[src/include/ftd_pkg.sv]
package ftd_pkg;

    // ************************************************************
    // Register map (byte addresses)
    // ************************************************************
    localparam logic [7:0]  OFF_CTRL   = 8'h00;
    localparam logic [7:0]  OFF_RATE   = 8'h04;
    localparam logic [7:0]  OFF_STATUS = 8'h08;
    localparam logic [7:0]  OFF_FWD    = 8'h0c;
    localparam logic [7:0]  OFF_REV    = 8'h10;
    localparam logic [7:0]  OFF_DIFF   = 8'h14;

    // ************************************************************
    // Field positions and reset values
    // ************************************************************
    localparam int          CTRL_ITEM1_LSB = 0;
    localparam int          CTRL_ITEM2_LSB = 4;
    localparam int          CTRL_MULTI     = 8;
    localparam int          CTRL_RANGE_LSB = 9;
    localparam int          CTRL_WMANUAL   = 12;
    localparam int          CTRL_RUN       = 13;
    localparam int          CTRL_CLEAR     = 16;
    localparam int          CTRL_DO1_LSB   = 24;
    localparam logic [31:0] CTRL_MASK      = 32'h0300_377f;
    localparam logic [31:0] CTRL_RST       = 32'h0000_2020;
    localparam int          RATE_DEC_LSB   = 16;
    localparam int          RATE_MEXP_LSB  = 20;
    localparam logic [31:0] RATE_MASK      = 32'h0037_ffff;
    localparam logic [31:0] RATE_RST       = 32'h0000_0001;

    // ************************************************************
    // Counting limits
    // ************************************************************
    localparam logic [26:0] TOTAL_MAX   = 27'h5f5e0ff;
    localparam logic [26:0] SEVEN_DIGIT = 27'h0989680;
    localparam logic [1:0]  MENU_LAST   = 2'h2;

    // Key bit positions in the key vector
    localparam int          KEY_CFG   = 0;
    localparam int          KEY_BACK  = 1;
    localparam int          KEY_ENTER = 2;
    localparam int          KEY_NEXT  = 3;

    localparam logic [1:0]  RESP_OKAY   = 2'h0;
    localparam logic [1:0]  RESP_SLVERR = 2'h2;

    typedef enum logic [2:0] {
        ITEM_FLOW, ITEM_PCT, ITEM_FWD, ITEM_REV, ITEM_DIFF, ITEM_RANGE
    } ftd_item_t;

    typedef enum logic [2:0] {
        MODE_MEAS, MODE_MENU, MODE_SET, MODE_CAL,
        MODE_PLS_DO, MODE_PLS_RATE, MODE_PLS_WIDTH, MODE_PLS_CNT
    } ftd_mode_t;

    typedef enum logic [1:0] {
        COMBINED_PULSE_FUNCTION, FORWARD_PULSE_FUNCTION, BACKWARD_PULSE_FUNCTION
    } ftd_pulse_fn_t;

    typedef enum logic [1:0] {
        LABEL_NONE, FORWARD_LABEL, BACKWARD_LABEL
    } ftd_label_t;

    typedef struct packed {
        ftd_item_t   item;
        ftd_label_t  label;
        logic        neg;
        logic [26:0] value;
        logic [2:0]  point;
        logic        error;
    } ftd_line_t;

    typedef struct packed {
        logic [7:0]  awaddr;
        logic        awvalid;
        logic [31:0] wdata;
        logic [3:0]  wstrb;
        logic        wvalid;
        logic        bready;
        logic [7:0]  araddr;
        logic        arvalid;
        logic        rready;
    } ftd_axi_req_t;

    typedef struct packed {
        logic        awready;
        logic        wready;
        logic [1:0]  bresp;
        logic        bvalid;
        logic        arready;
        logic [31:0] rdata;
        logic [1:0]  rresp;
        logic        rvalid;
    } ftd_axi_rsp_t;

endpackage

[src/design/ftd_ctrl.sv]
`timescale 1ns/1ns
module ftd_ctrl #(
    parameter int unsigned PCT_W = 8,
    parameter int unsigned CUR_W = 16,
    parameter int unsigned FLOW_W = 16
) (
    input  wire logic                   aclk,
    input  wire logic                   aresetn,
    input  wire ftd_pkg::ftd_axi_req_t  axi_req,
    output ftd_pkg::ftd_axi_rsp_t       axi_rsp,
    input  wire logic                   key_cfg_pin,
    input  wire logic                   key_back_pin,
    input  wire logic                   key_enter_pin,
    input  wire logic                   key_next_pin,
    input  wire logic                   hart_busy_pin,
    input  wire logic                   board_link_busy_pin,
    input  wire logic                   fwd_vol_tick,
    input  wire logic                   rev_vol_tick,
    input  wire logic                   flow_reverse,
    input  wire logic [FLOW_W-1:0]      flow_rate,
    input  wire logic [PCT_W-1:0]       pct_mag,
    input  wire logic [1:0]             active_range,
    input  wire logic [CUR_W-1:0]       meas_current,
    input  wire logic [CUR_W-1:0]       sim_current,
    input  wire logic [1:0]             do_in,
    output ftd_pkg::ftd_line_t          first_display_item,
    output ftd_pkg::ftd_line_t          second_display_item,
    output logic [2:0]                  range_shown,
    output logic                        pct_neg,
    output logic [PCT_W-1:0]            pct_shown,
    output logic [PCT_W-1:0]            bar_shown,
    output logic                        comm_mark,
    output logic [CUR_W-1:0]            current_out,
    output logic [1:0]                  do_out,
    output ftd_pkg::ftd_mode_t          mode_out
);

    // ************************************************************
    // State
    // ************************************************************
    typedef struct packed {
        logic                 aw_rdy;
        logic                 b_vld;
        logic [1:0]           b_resp;
        logic                 ar_rdy;
        logic                 r_vld;
        logic [31:0]          r_data;
        logic [1:0]           r_resp;
        logic [31:0]          ctrl;
        logic [31:0]          rate;
        ftd_pkg::ftd_mode_t   mode;
        logic [1:0]           cursor;
        logic [5:0]           sync1;
        logic [5:0]           sync2;
        logic [3:0]           key_prev;
        logic [15:0]          fwd_acc;
        logic [15:0]          rev_acc;
        logic [26:0]          fwd;
        logic [26:0]          backward_label;
        ftd_pkg::ftd_line_t   line1;
        ftd_pkg::ftd_line_t   line2;
        logic [2:0]           range;
        logic                 pneg;
        logic [PCT_W-1:0]     pct;
        logic [PCT_W-1:0]     bar;
        logic                 mark;
        logic [CUR_W-1:0]     cur;
        logic [1:0]           dout;
    } ftd_state_t;

    ftd_state_t  st;
    ftd_state_t  next_st;
    logic [3:0]  key_press;
    logic [27:0] diff;
    logic        diff_neg;
    logic [26:0] diff_mag;
    logic        wr_go;
    logic        rd_go;
    logic [31:0] status_word;

    // ************************************************************
    // Helpers
    // ************************************************************
    function automatic logic [31:0] merge(input logic [31:0] old, input logic [31:0] nw,
                                          input logic [3:0] strb);
        logic [31:0] res;
        res = old;
        for (int i = 0; i < 4; i++) begin
            if (strb[i]) begin
                res[i*8 +: 8] = nw[i*8 +: 8];
            end
        end
        return res;
    endfunction

    // Returns {count, accumulator}; a zero rate is treated as one
    function automatic logic [42:0] bump(input logic [26:0] cnt, input logic [15:0] acc,
                                         input logic tick, input logic [15:0] quantum);
        logic [15:0] acc_n;
        logic [26:0] cnt_n;
        acc_n = acc;
        cnt_n = cnt;
        if (tick) begin
            if (acc + 16'h0001 >= quantum) begin
                acc_n = 16'h0000;
                cnt_n = (cnt >= ftd_pkg::TOTAL_MAX) ? 27'h0000000 : cnt + 27'h0000001;
            end else begin
                acc_n = acc + 16'h0001;
            end
        end
        return {cnt_n, acc_n};
    endfunction

    function automatic ftd_pkg::ftd_line_t fmt_count(input ftd_pkg::ftd_item_t item,
                                                     input logic [26:0] cnt, input logic neg,
                                                     input logic [31:0] rate);
        ftd_pkg::ftd_line_t ln;
        logic [2:0]  dec;
        logic [1:0]  mexp;
        logic [36:0] scaled;
        ln = '0;
        dec = rate[ftd_pkg::RATE_DEC_LSB +: 3];
        mexp = rate[ftd_pkg::RATE_MEXP_LSB +: 2];
        scaled = 37'h0000000000;
        ln.item = item;
        ln.neg = neg;
        if (dec != 3'h0) begin
            // The point takes one of the eight places, so an eighth digit
            // pushes the point right and the finest digit drops off
            if (cnt >= ftd_pkg::SEVEN_DIGIT) begin
                ln.value = cnt / 27'h000000a;
                ln.point = dec - 3'h1;
            end else begin
                ln.value = cnt;
                ln.point = dec;
            end
        end else begin
            case (mexp)
                2'h0: scaled = {10'h000, cnt};
                2'h1: scaled = {10'h000, cnt} * 37'h000000000a;
                2'h2: scaled = {10'h000, cnt} * 37'h0000000064;
                default: scaled = {10'h000, cnt} * 37'h00000003e8;
            endcase
            if (scaled > {10'h000, ftd_pkg::TOTAL_MAX}) begin
                ln.error = 1'b1;
                ln.value = ftd_pkg::TOTAL_MAX;
            end else begin
                ln.value = scaled[26:0];
            end
        end
        return ln;
    endfunction

    function automatic ftd_pkg::ftd_line_t fmt_line(input logic [2:0] code);
        ftd_pkg::ftd_line_t ln;
        ln = '0;
        case (ftd_pkg::ftd_item_t'(code))
            ftd_pkg::ITEM_FLOW: begin
                ln.item = ftd_pkg::ITEM_FLOW;
                ln.value = 27'(flow_rate);
                ln.label = flow_reverse ? ftd_pkg::BACKWARD_LABEL
                                        : ftd_pkg::FORWARD_LABEL;
            end
            ftd_pkg::ITEM_PCT: begin
                ln.item = ftd_pkg::ITEM_PCT;
                ln.value = 27'(pct_mag);
                ln.neg = flow_reverse;
            end
            ftd_pkg::ITEM_FWD: ln = fmt_count(ftd_pkg::ITEM_FWD, st.fwd, 1'b0, st.rate);
            ftd_pkg::ITEM_REV: ln = fmt_count(ftd_pkg::ITEM_REV, st.backward_label, 1'b0, st.rate);
            ftd_pkg::ITEM_DIFF: ln = fmt_count(ftd_pkg::ITEM_DIFF, diff_mag, diff_neg,
                                               st.rate);
            ftd_pkg::ITEM_RANGE: begin
                ln.item = ftd_pkg::ITEM_RANGE;
                ln.value = 27'(st.range);
            end
            default: begin
                ln.item = ftd_pkg::ftd_item_t'(code);
                ln.error = 1'b1;
            end
        endcase
        return ln;
    endfunction

    // ************************************************************
    // Derived values
    // ************************************************************
    // Plain binary subtraction; once forward has wrapped to zero the difference reads negative
    assign diff = {1'b0, st.fwd} - {1'b0, st.backward_label};
    assign diff_neg = diff[27];
    assign diff_mag = diff_neg ? 27'(-diff) : diff[26:0];
    assign key_press = st.sync2[3:0] & ~st.key_prev;
    assign wr_go = st.aw_rdy & axi_req.awvalid & axi_req.wvalid;
    assign rd_go = st.ar_rdy & axi_req.arvalid;
    assign status_word = {24'h000000, st.mark, flow_reverse, st.range[1:0] - 2'h1,
                          1'b0, st.mode};

    // ************************************************************
    // Next state
    // ************************************************************
    always_comb begin
        next_st = st;
        next_st.sync1 = {board_link_busy_pin, hart_busy_pin,
                         key_next_pin, key_enter_pin, key_back_pin, key_cfg_pin};
        next_st.sync2 = st.sync1;
        next_st.key_prev = st.sync2[3:0];

        // Operator keys walk the mode machine
        case (st.mode)
            ftd_pkg::MODE_MEAS: begin
                if (key_press[ftd_pkg::KEY_CFG]) begin
                    next_st.mode = ftd_pkg::MODE_MENU;
                    next_st.cursor = 2'h0;
                end
            end
            ftd_pkg::MODE_MENU: begin
                if (key_press[ftd_pkg::KEY_BACK]) begin
                    next_st.mode = ftd_pkg::MODE_MEAS;
                end else if (key_press[ftd_pkg::KEY_NEXT]) begin
                    next_st.cursor = (st.cursor == ftd_pkg::MENU_LAST) ? 2'h0
                                                                        : st.cursor + 2'h1;
                end else if (key_press[ftd_pkg::KEY_ENTER]) begin
                    case (st.cursor)
                        2'h0: next_st.mode = ftd_pkg::MODE_SET;
                        2'h1: next_st.mode = ftd_pkg::MODE_CAL;
                        default: next_st.mode = ftd_pkg::MODE_PLS_DO;
                    endcase
                end
            end
            ftd_pkg::MODE_SET, ftd_pkg::MODE_CAL: begin
                if (key_press[ftd_pkg::KEY_BACK]) begin
                    next_st.mode = ftd_pkg::MODE_MEAS;
                end
            end
            ftd_pkg::MODE_PLS_DO: begin
                // Each choice is stored at once so an abort keeps it
                if (key_press[ftd_pkg::KEY_BACK]) begin
                    next_st.mode = ftd_pkg::MODE_MEAS;
                end else if (key_press[ftd_pkg::KEY_NEXT]) begin
                    case (st.ctrl[ftd_pkg::CTRL_DO1_LSB +: 2])
                        ftd_pkg::COMBINED_PULSE_FUNCTION:
                            next_st.ctrl[ftd_pkg::CTRL_DO1_LSB +: 2] =
                                ftd_pkg::FORWARD_PULSE_FUNCTION;
                        ftd_pkg::FORWARD_PULSE_FUNCTION:
                            next_st.ctrl[ftd_pkg::CTRL_DO1_LSB +: 2] =
                                ftd_pkg::BACKWARD_PULSE_FUNCTION;
                        default:
                            next_st.ctrl[ftd_pkg::CTRL_DO1_LSB +: 2] =
                                ftd_pkg::COMBINED_PULSE_FUNCTION;
                    endcase
                end else if (key_press[ftd_pkg::KEY_ENTER]) begin
                    next_st.mode = ftd_pkg::MODE_PLS_RATE;
                end
            end
            ftd_pkg::MODE_PLS_RATE: begin
                if (key_press[ftd_pkg::KEY_BACK]) begin
                    next_st.mode = ftd_pkg::MODE_MEAS;
                end else if (key_press[ftd_pkg::KEY_ENTER]) begin
                    next_st.mode = st.ctrl[ftd_pkg::CTRL_WMANUAL] ? ftd_pkg::MODE_PLS_WIDTH
                                                                  : ftd_pkg::MODE_PLS_CNT;
                end
            end
            ftd_pkg::MODE_PLS_WIDTH: begin
                if (key_press[ftd_pkg::KEY_BACK]) begin
                    next_st.mode = ftd_pkg::MODE_MEAS;
                end else if (key_press[ftd_pkg::KEY_ENTER]) begin
                    next_st.mode = ftd_pkg::MODE_PLS_CNT;
                end
            end
            ftd_pkg::MODE_PLS_CNT: begin
                if (key_press[ftd_pkg::KEY_BACK]) begin
                    next_st.mode = ftd_pkg::MODE_MEAS;
                end else if (key_press[ftd_pkg::KEY_ENTER]) begin
                    next_st.ctrl[ftd_pkg::CTRL_RUN] = 1'b1;
                end
            end
            default: next_st.mode = ftd_pkg::MODE_MEAS;
        endcase

        // ********************************************************
        // Bus write; a bus write to CTRL wins over a key in the same cycle
        // ********************************************************
        if (wr_go) begin
            next_st.aw_rdy = 1'b0;
            next_st.b_vld = 1'b1;
            next_st.b_resp = ftd_pkg::RESP_OKAY;
            case ({axi_req.awaddr[7:2], 2'b00})
                ftd_pkg::OFF_CTRL:
                    next_st.ctrl = merge(next_st.ctrl, axi_req.wdata, axi_req.wstrb)
                                   & ftd_pkg::CTRL_MASK;
                ftd_pkg::OFF_RATE:
                    next_st.rate = merge(st.rate, axi_req.wdata, axi_req.wstrb)
                                   & ftd_pkg::RATE_MASK;
                ftd_pkg::OFF_STATUS, ftd_pkg::OFF_FWD, ftd_pkg::OFF_REV,
                ftd_pkg::OFF_DIFF: ;
                default: next_st.b_resp = ftd_pkg::RESP_SLVERR;
            endcase
        end else if (!st.aw_rdy && !st.b_vld && axi_req.awvalid && axi_req.wvalid) begin
            next_st.aw_rdy = 1'b1;
        end
        if (st.b_vld && axi_req.bready) begin
            next_st.b_vld = 1'b0;
        end

        // Bus read
        if (rd_go) begin
            next_st.ar_rdy = 1'b0;
            next_st.r_vld = 1'b1;
            next_st.r_resp = ftd_pkg::RESP_OKAY;
            case ({axi_req.araddr[7:2], 2'b00})
                ftd_pkg::OFF_CTRL:   next_st.r_data = st.ctrl;
                ftd_pkg::OFF_RATE:   next_st.r_data = st.rate;
                ftd_pkg::OFF_STATUS: next_st.r_data = status_word;
                ftd_pkg::OFF_FWD:    next_st.r_data = {5'h00, st.fwd};
                ftd_pkg::OFF_REV:    next_st.r_data = {5'h00, st.backward_label};
                ftd_pkg::OFF_DIFF:   next_st.r_data = {{4{diff[27]}}, diff};
                default: begin
                    next_st.r_data = 32'h0000_0000;
                    next_st.r_resp = ftd_pkg::RESP_SLVERR;
                end
            endcase
        end else if (!st.ar_rdy && !st.r_vld && axi_req.arvalid) begin
            next_st.ar_rdy = 1'b1;
        end
        if (st.r_vld && axi_req.rready) begin
            next_st.r_vld = 1'b0;
        end

        // ********************************************************
        // Totalizers: a clear in the same cycle as a tick clears first, then that tick counts
        // ********************************************************
        if (wr_go && {axi_req.awaddr[7:2], 2'b00} == ftd_pkg::OFF_CTRL
            && axi_req.wstrb[2] && axi_req.wdata[ftd_pkg::CTRL_CLEAR]) begin
            next_st.fwd = 27'h0000000;
            next_st.backward_label = 27'h0000000;
            next_st.fwd_acc = 16'h0000;
            next_st.rev_acc = 16'h0000;
        end
        {next_st.fwd, next_st.fwd_acc} = bump(next_st.fwd, next_st.fwd_acc,
            fwd_vol_tick & st.ctrl[ftd_pkg::CTRL_RUN], st.rate[15:0]);
        {next_st.backward_label, next_st.rev_acc} = bump(next_st.backward_label, next_st.rev_acc,
            rev_vol_tick & st.ctrl[ftd_pkg::CTRL_RUN], st.rate[15:0]);

        // ********************************************************
        // Display and outputs
        // ********************************************************
        next_st.line1 = fmt_line(st.ctrl[ftd_pkg::CTRL_ITEM1_LSB +: 3]);
        next_st.line2 = fmt_line(st.ctrl[ftd_pkg::CTRL_ITEM2_LSB +: 3]);
        next_st.range = st.ctrl[ftd_pkg::CTRL_MULTI]
                        ? {1'b0, active_range} + 3'h1
                        : {1'b0, st.ctrl[ftd_pkg::CTRL_RANGE_LSB +: 2]} + 3'h1;
        next_st.pneg = flow_reverse;
        next_st.pct = pct_mag;
        next_st.bar = flow_reverse ? '0 : pct_mag;
        next_st.mark = st.sync2[4] | st.sync2[5];
        if (st.mode == ftd_pkg::MODE_CAL) begin
            next_st.cur = sim_current;
        end else begin
            next_st.cur = meas_current;
            next_st.dout = do_in;
        end
    end

    // ************************************************************
    // Registers
    // ************************************************************
    always_ff @(posedge aclk) begin
        if (!aresetn) begin
            st <= '0;
            st.ctrl <= ftd_pkg::CTRL_RST;
            st.rate <= ftd_pkg::RATE_RST;
            st.mode <= ftd_pkg::MODE_MEAS;
        end else begin
            st <= next_st;
        end
    end

    assign axi_rsp.awready = st.aw_rdy;
    assign axi_rsp.wready = st.aw_rdy;
    assign axi_rsp.bvalid = st.b_vld;
    assign axi_rsp.bresp = st.b_resp;
    assign axi_rsp.arready = st.ar_rdy;
    assign axi_rsp.rvalid = st.r_vld;
    assign axi_rsp.rdata = st.r_data;
    assign axi_rsp.rresp = st.r_resp;
    assign first_display_item = st.line1;
    assign second_display_item = st.line2;
    assign range_shown = st.range;
    assign pct_neg = st.pneg;
    assign pct_shown = st.pct;
    assign bar_shown = st.bar;
    assign comm_mark = st.mark;
    assign current_out = st.cur;
    assign do_out = st.dout;
    assign mode_out = st.mode;

endmodule

[config.mk]
export PLATFORM = sky130hd
export DESIGN_NAME = ftd_ctrl
export DESIGN_NICKNAME = d
export VERILOG_FILES = /design/src/include/ftd_pkg.sv /design/src/design/ftd_ctrl.sv
export SDC_FILE = /design/constraint.sdc
export NUM_CORES = 2
export LEC_CHECK = 0
export BUFFER_PORTS_ARGS = -buffer_cell sky130_fd_sc_hd__buf_2
export CAP_MARGIN = 20
export CORE_UTILIZATION = 35
export CTS_CLUSTER_DIAMETER = 100
export DETAILED_ROUTE_END_ITERATION = 8
export MAX_ROUTING_LAYER = met4
export PLACE_DENSITY = 0.57
export SLEW_MARGIN = 20
export SYNTH_ARGS = -nofsm -noshare
export SYNTH_HDL_FRONTEND = slang
export SYNTH_SLANG_ARGS = --single-unit
[constraint.sdc]
create_clock -name aclk -period 36.3 [get_ports aclk]
set_input_delay 5.445 -clock aclk [delete_from_list [all_inputs] [get_ports aclk]]
set_output_delay 5.445 -clock aclk [all_outputs]
set_load 0.02 [all_outputs]
==> impl_metrics.yaml <==
synth:
  yosysMostFrequentCell: "nor2_1"
  synth_mux_area_share_pct: 4.20
  synth_common_cells: "1328 x nor2_1, 1134 x nand2_1, 913 x xnor2_1"
  synth.area.top_cells: "ha_1 9.0%, xnor2_1 7.6%, fa_1 6.9%"
  synth_warnings: 0
  synth_area_um2: 105000
  ys_types: 195
  yosysTopAreaCellShare_pct: 9.03
  synth_ff_type: "dfxtp_1"
  synth-seq-cells: 289
  yosys.area_share.simple_pct: 27.6
  synth-edff-count: 0
  avgSynthCellArea_um2: 7.33
  yosysTopAreaCell: "ha_1"
  synth_top_family_by_area: "compound AO/OA/AOI/OAI gates"
  synthAdderAreaFrac_pct: 15.9
  synthCells: 14400
  synthArstFlopShare_pct: 0
  synth_compound_area_share_pct: 28.5
  ys_seq_area_share_pct: 5.49
  synthXorXnorAreaFrac_pct: 10.8
drt:
  dr.pass1.iters: 8
  route.antenna.remaining_nets: 0
  via_per_inst: 6.09
  routedWlPerCell_um: 23.1
  drt_iter0_drc: 10900
  wl_um: 434000
  drc_errors: 0
  num_vias: 114000
global_route:
  grt_pass1_wl_um: 655000
  antenna_found_initial: 22
  overflow: 0
  grt_max_degree: 75
  grt_pass1_vias: 107000
  grtUsageTotal_pct: 28.2
finish:
  drive_gt1_share_pct: 14.2
  area_delta_synth_final_pct: 9.52
  layout.nets: 16000
  fillers: 31800
sta:
  period_share_pct: 95.1
  max_freq_mhz: 29.0
  finClkSkew_ns: 0.0729
  tightest_slew_ns: 1.26
  drv_slew: 0
  final-setup-viol-count: 0
  report.final.hold_viol_count: 0
  fin_tns_setup_ns: 0
  min_period_ns: 34.51
  rsz0062_at_grt: "false"
  slew_headroom_pct: 15.5
critical_path:
  critPathMaxFanout: 25
  r2r-start: "st[135]"
  r2r_slack_ns: 1.79
  ff2ff_path_depth: 118
  crit_type: "reg -> reg"
  crit_arrival_ns: 35.02
  cp.required_ns: 36.80
  timing.rr.end: "second_display_item[4]"
  cp_common_cell: "buf_4"
  critPathCaptureType: "register"
  max_stage_delay_ns: 0.69
  slowest_stage: "or4b_1"
  start_kind: "register"
clock_network:
  insertion_delay_ns: 0.64
  cts-root-buf: "clkbuf_16"
  clkSinkCount: 289
  cts_buffers: 35
  htree_levels: 2
  clk_pin_slew_ns: 0.06
  cts_tree: "yes"
  clk_path_buf_depth: 3
placement:
  numPortBuffers: 269
  gp_congestion: 1.01
  dpl.hpwl_um: 353000
die:
  ios: 285
  fp.dieW_um: 551
  rows: 201
  die_h_um: 551
  core_um2: 300000
  die-area_um2: 304000
  start_util_pct: 35.2
worst_hold_path:
  hp-class: "reg -> reg"
  hold_depth: 1
  hold_path_end: "next_st[200]"
  hold_start: "next_st[204]"
run_status:
  status: "complete, no violations"
flow_run:
  cap_viol_max_count: 0
placed cells by master, fill, tap and decap left out, types with 87 or more instances in the layout:
cell / Yosys / final
nand2_1: 1134 / 1134
mux2i_1: 239 / 236
o21ai_1: 93 / 92
nor2_1: 1328 / 1318
a21oi_1: 861 / 857
nand3_1: 528 / 527
a22oi_1: 94 / 93
nor2b_1: 93 / 87
dfxtp_1: 289 / 278
and3_1: 145 / 142
o21bai_1: 107 / 107
nor3_1: 469 / 462
and2_1: 228 / 227
nand4_1: 259 / 259
fa_1: 362 / 362
a211oi_1: 173 / 166
o21ai_0: 685 / 681
buf_4: 211 / 843
nor4_1: 214 / 207
xor2_1: 350 / 344
o31ai_1: 102 / 98
xnor2_1: 913 / 893
inv_1: 759 / 757
a21o_1: 156 / 156
o21a_1: 139 / 136
or3_1: 170 / 169
a31oi_1: 221 / 219
buf_2: 112 / 270
nand2b_1: 167 / 164
o211ai_1: 187 / 187
ha_1: 761 / 761
o22ai_1: 97 / 96
repair_timing:
item,in CTS,in global routing
hold buffers,0,0
setup buffers,0,30
resized for setup,0,112
setup endpoints to repair,0,6
routing by layer:
| layer | vias up | part of all wire, % | track usage [%] | routed length [µm] |
|---|---|---|---|---|
| met3 | 663 | 6.3 | 2.88 | 27100 |
| met1 | 55100 | 44 | 36.2 | 190000 |
| li1 | 54300 | - | - | - |
| met5 | - | 0 | - | 0 |
| met4 | 0 | 5.3 | 13.0 | 23100 |
| met2 | 4235 | 45 | 44.3 | 194000 |
cells by family (layout without fill, tap and decap cells):
| family | after synthesis | in the layout |
|---|---|---|
| compound gates | 4215 | 4215 |
| fa+ha+maj | 1127 | 1127 |
| flops | 289 | 289 |
| other cells | 1 | 59 |
| mux | 365 | 365 |
| simple gates | 5518 | 5518 |
| buf+inv | 1590 | 1955 |
| xor+xnor | 1280 | 1280 |
final cells by class:
type / instances / area, µm² / area share (%)
clock inverter: 17 / 274 / 0.237
multi-input combinational: 12500 / 92700 / 80.3
inverter: 778 / 2930 / 2.53
tap: 3958 / 4950 / 4.29
clock buffer: 42 / 932 / 0.807
timing repair buffer: 1118 / 7780 / 6.74
sequential: 289 / 5800 / 5.03
antenna: 57 / 143 / 0.123
sequential cells by signal, indices dropped and copies added (netlist names):
| register | flops |
|---|---|
| st | 129 |
| first_display_item | 37 |
| second_display_item | 37 |
| axi_rsp | 34 |
| current_out | 16 |
| next_st | 10 |
| bar_shown | 8 |
| pct_shown | 8 |
| mode_out | 3 |
| range_shown | 3 |
| do_out | 2 |
| comm_mark | 1 |
| pct_neg | 1 |
critical path, delay by kind of cell, from the launching register on:
family / cells / cell delay [ns]
adder cells (fa/ha/maj): 2 / 0.71
XOR/XNOR: 6 / 1.68
flip-flops: 1 / 0.31
buffers and inverters: 16 / 3.48
AO/OA/AOI/OAI: 46 / 13.88
multiplexers: 3 / 0.83
AND/OR/NAND/NOR: 45 / 13.40
worst max-delay path by stage:
stage                 start                endpoint  slack [ns]  cells past startpoint
finish              st[135]  second_display_item[4]        1.79                    118
global route        st[119]  second_display_item[4]        0.02                    108
CTS                 st[135]  second_display_item[4]        0.10                    114
detailed placement  st[135]  second_display_item[4]        0.23                    114
global placement    st[135]  second_display_item[4]        0.23                    114
floorplan           st[116]  second_display_item[4]        4.29                    126
through the flow:
| step | cells | hold slack [ns] | util (%) | setup slack [ns] | cell area, µm² |
|---|---|---|---|---|---|
| floorplan | 14400 | 0.411 | - | 4.29 | 105000 |
| global placement | 18600 | 0.414 | 37.8 | 0.234 | 113000 |
| detailed placement | 18600 | 0.417 | 37.8 | 0.231 | 113000 |
| CTS | 18700 | 0.432 | 38.2 | 0.104 | 115000 |
| global route | 18800 | 0.446 | 38.5 | 0.0173 | 115000 |
| finish | 18800 | 0.432 | 38.5 | 1.79 | 116000 |
Power is not shown: default switching activity piles up to over one toggle a cycle in this logic, so the estimate is an artifact.
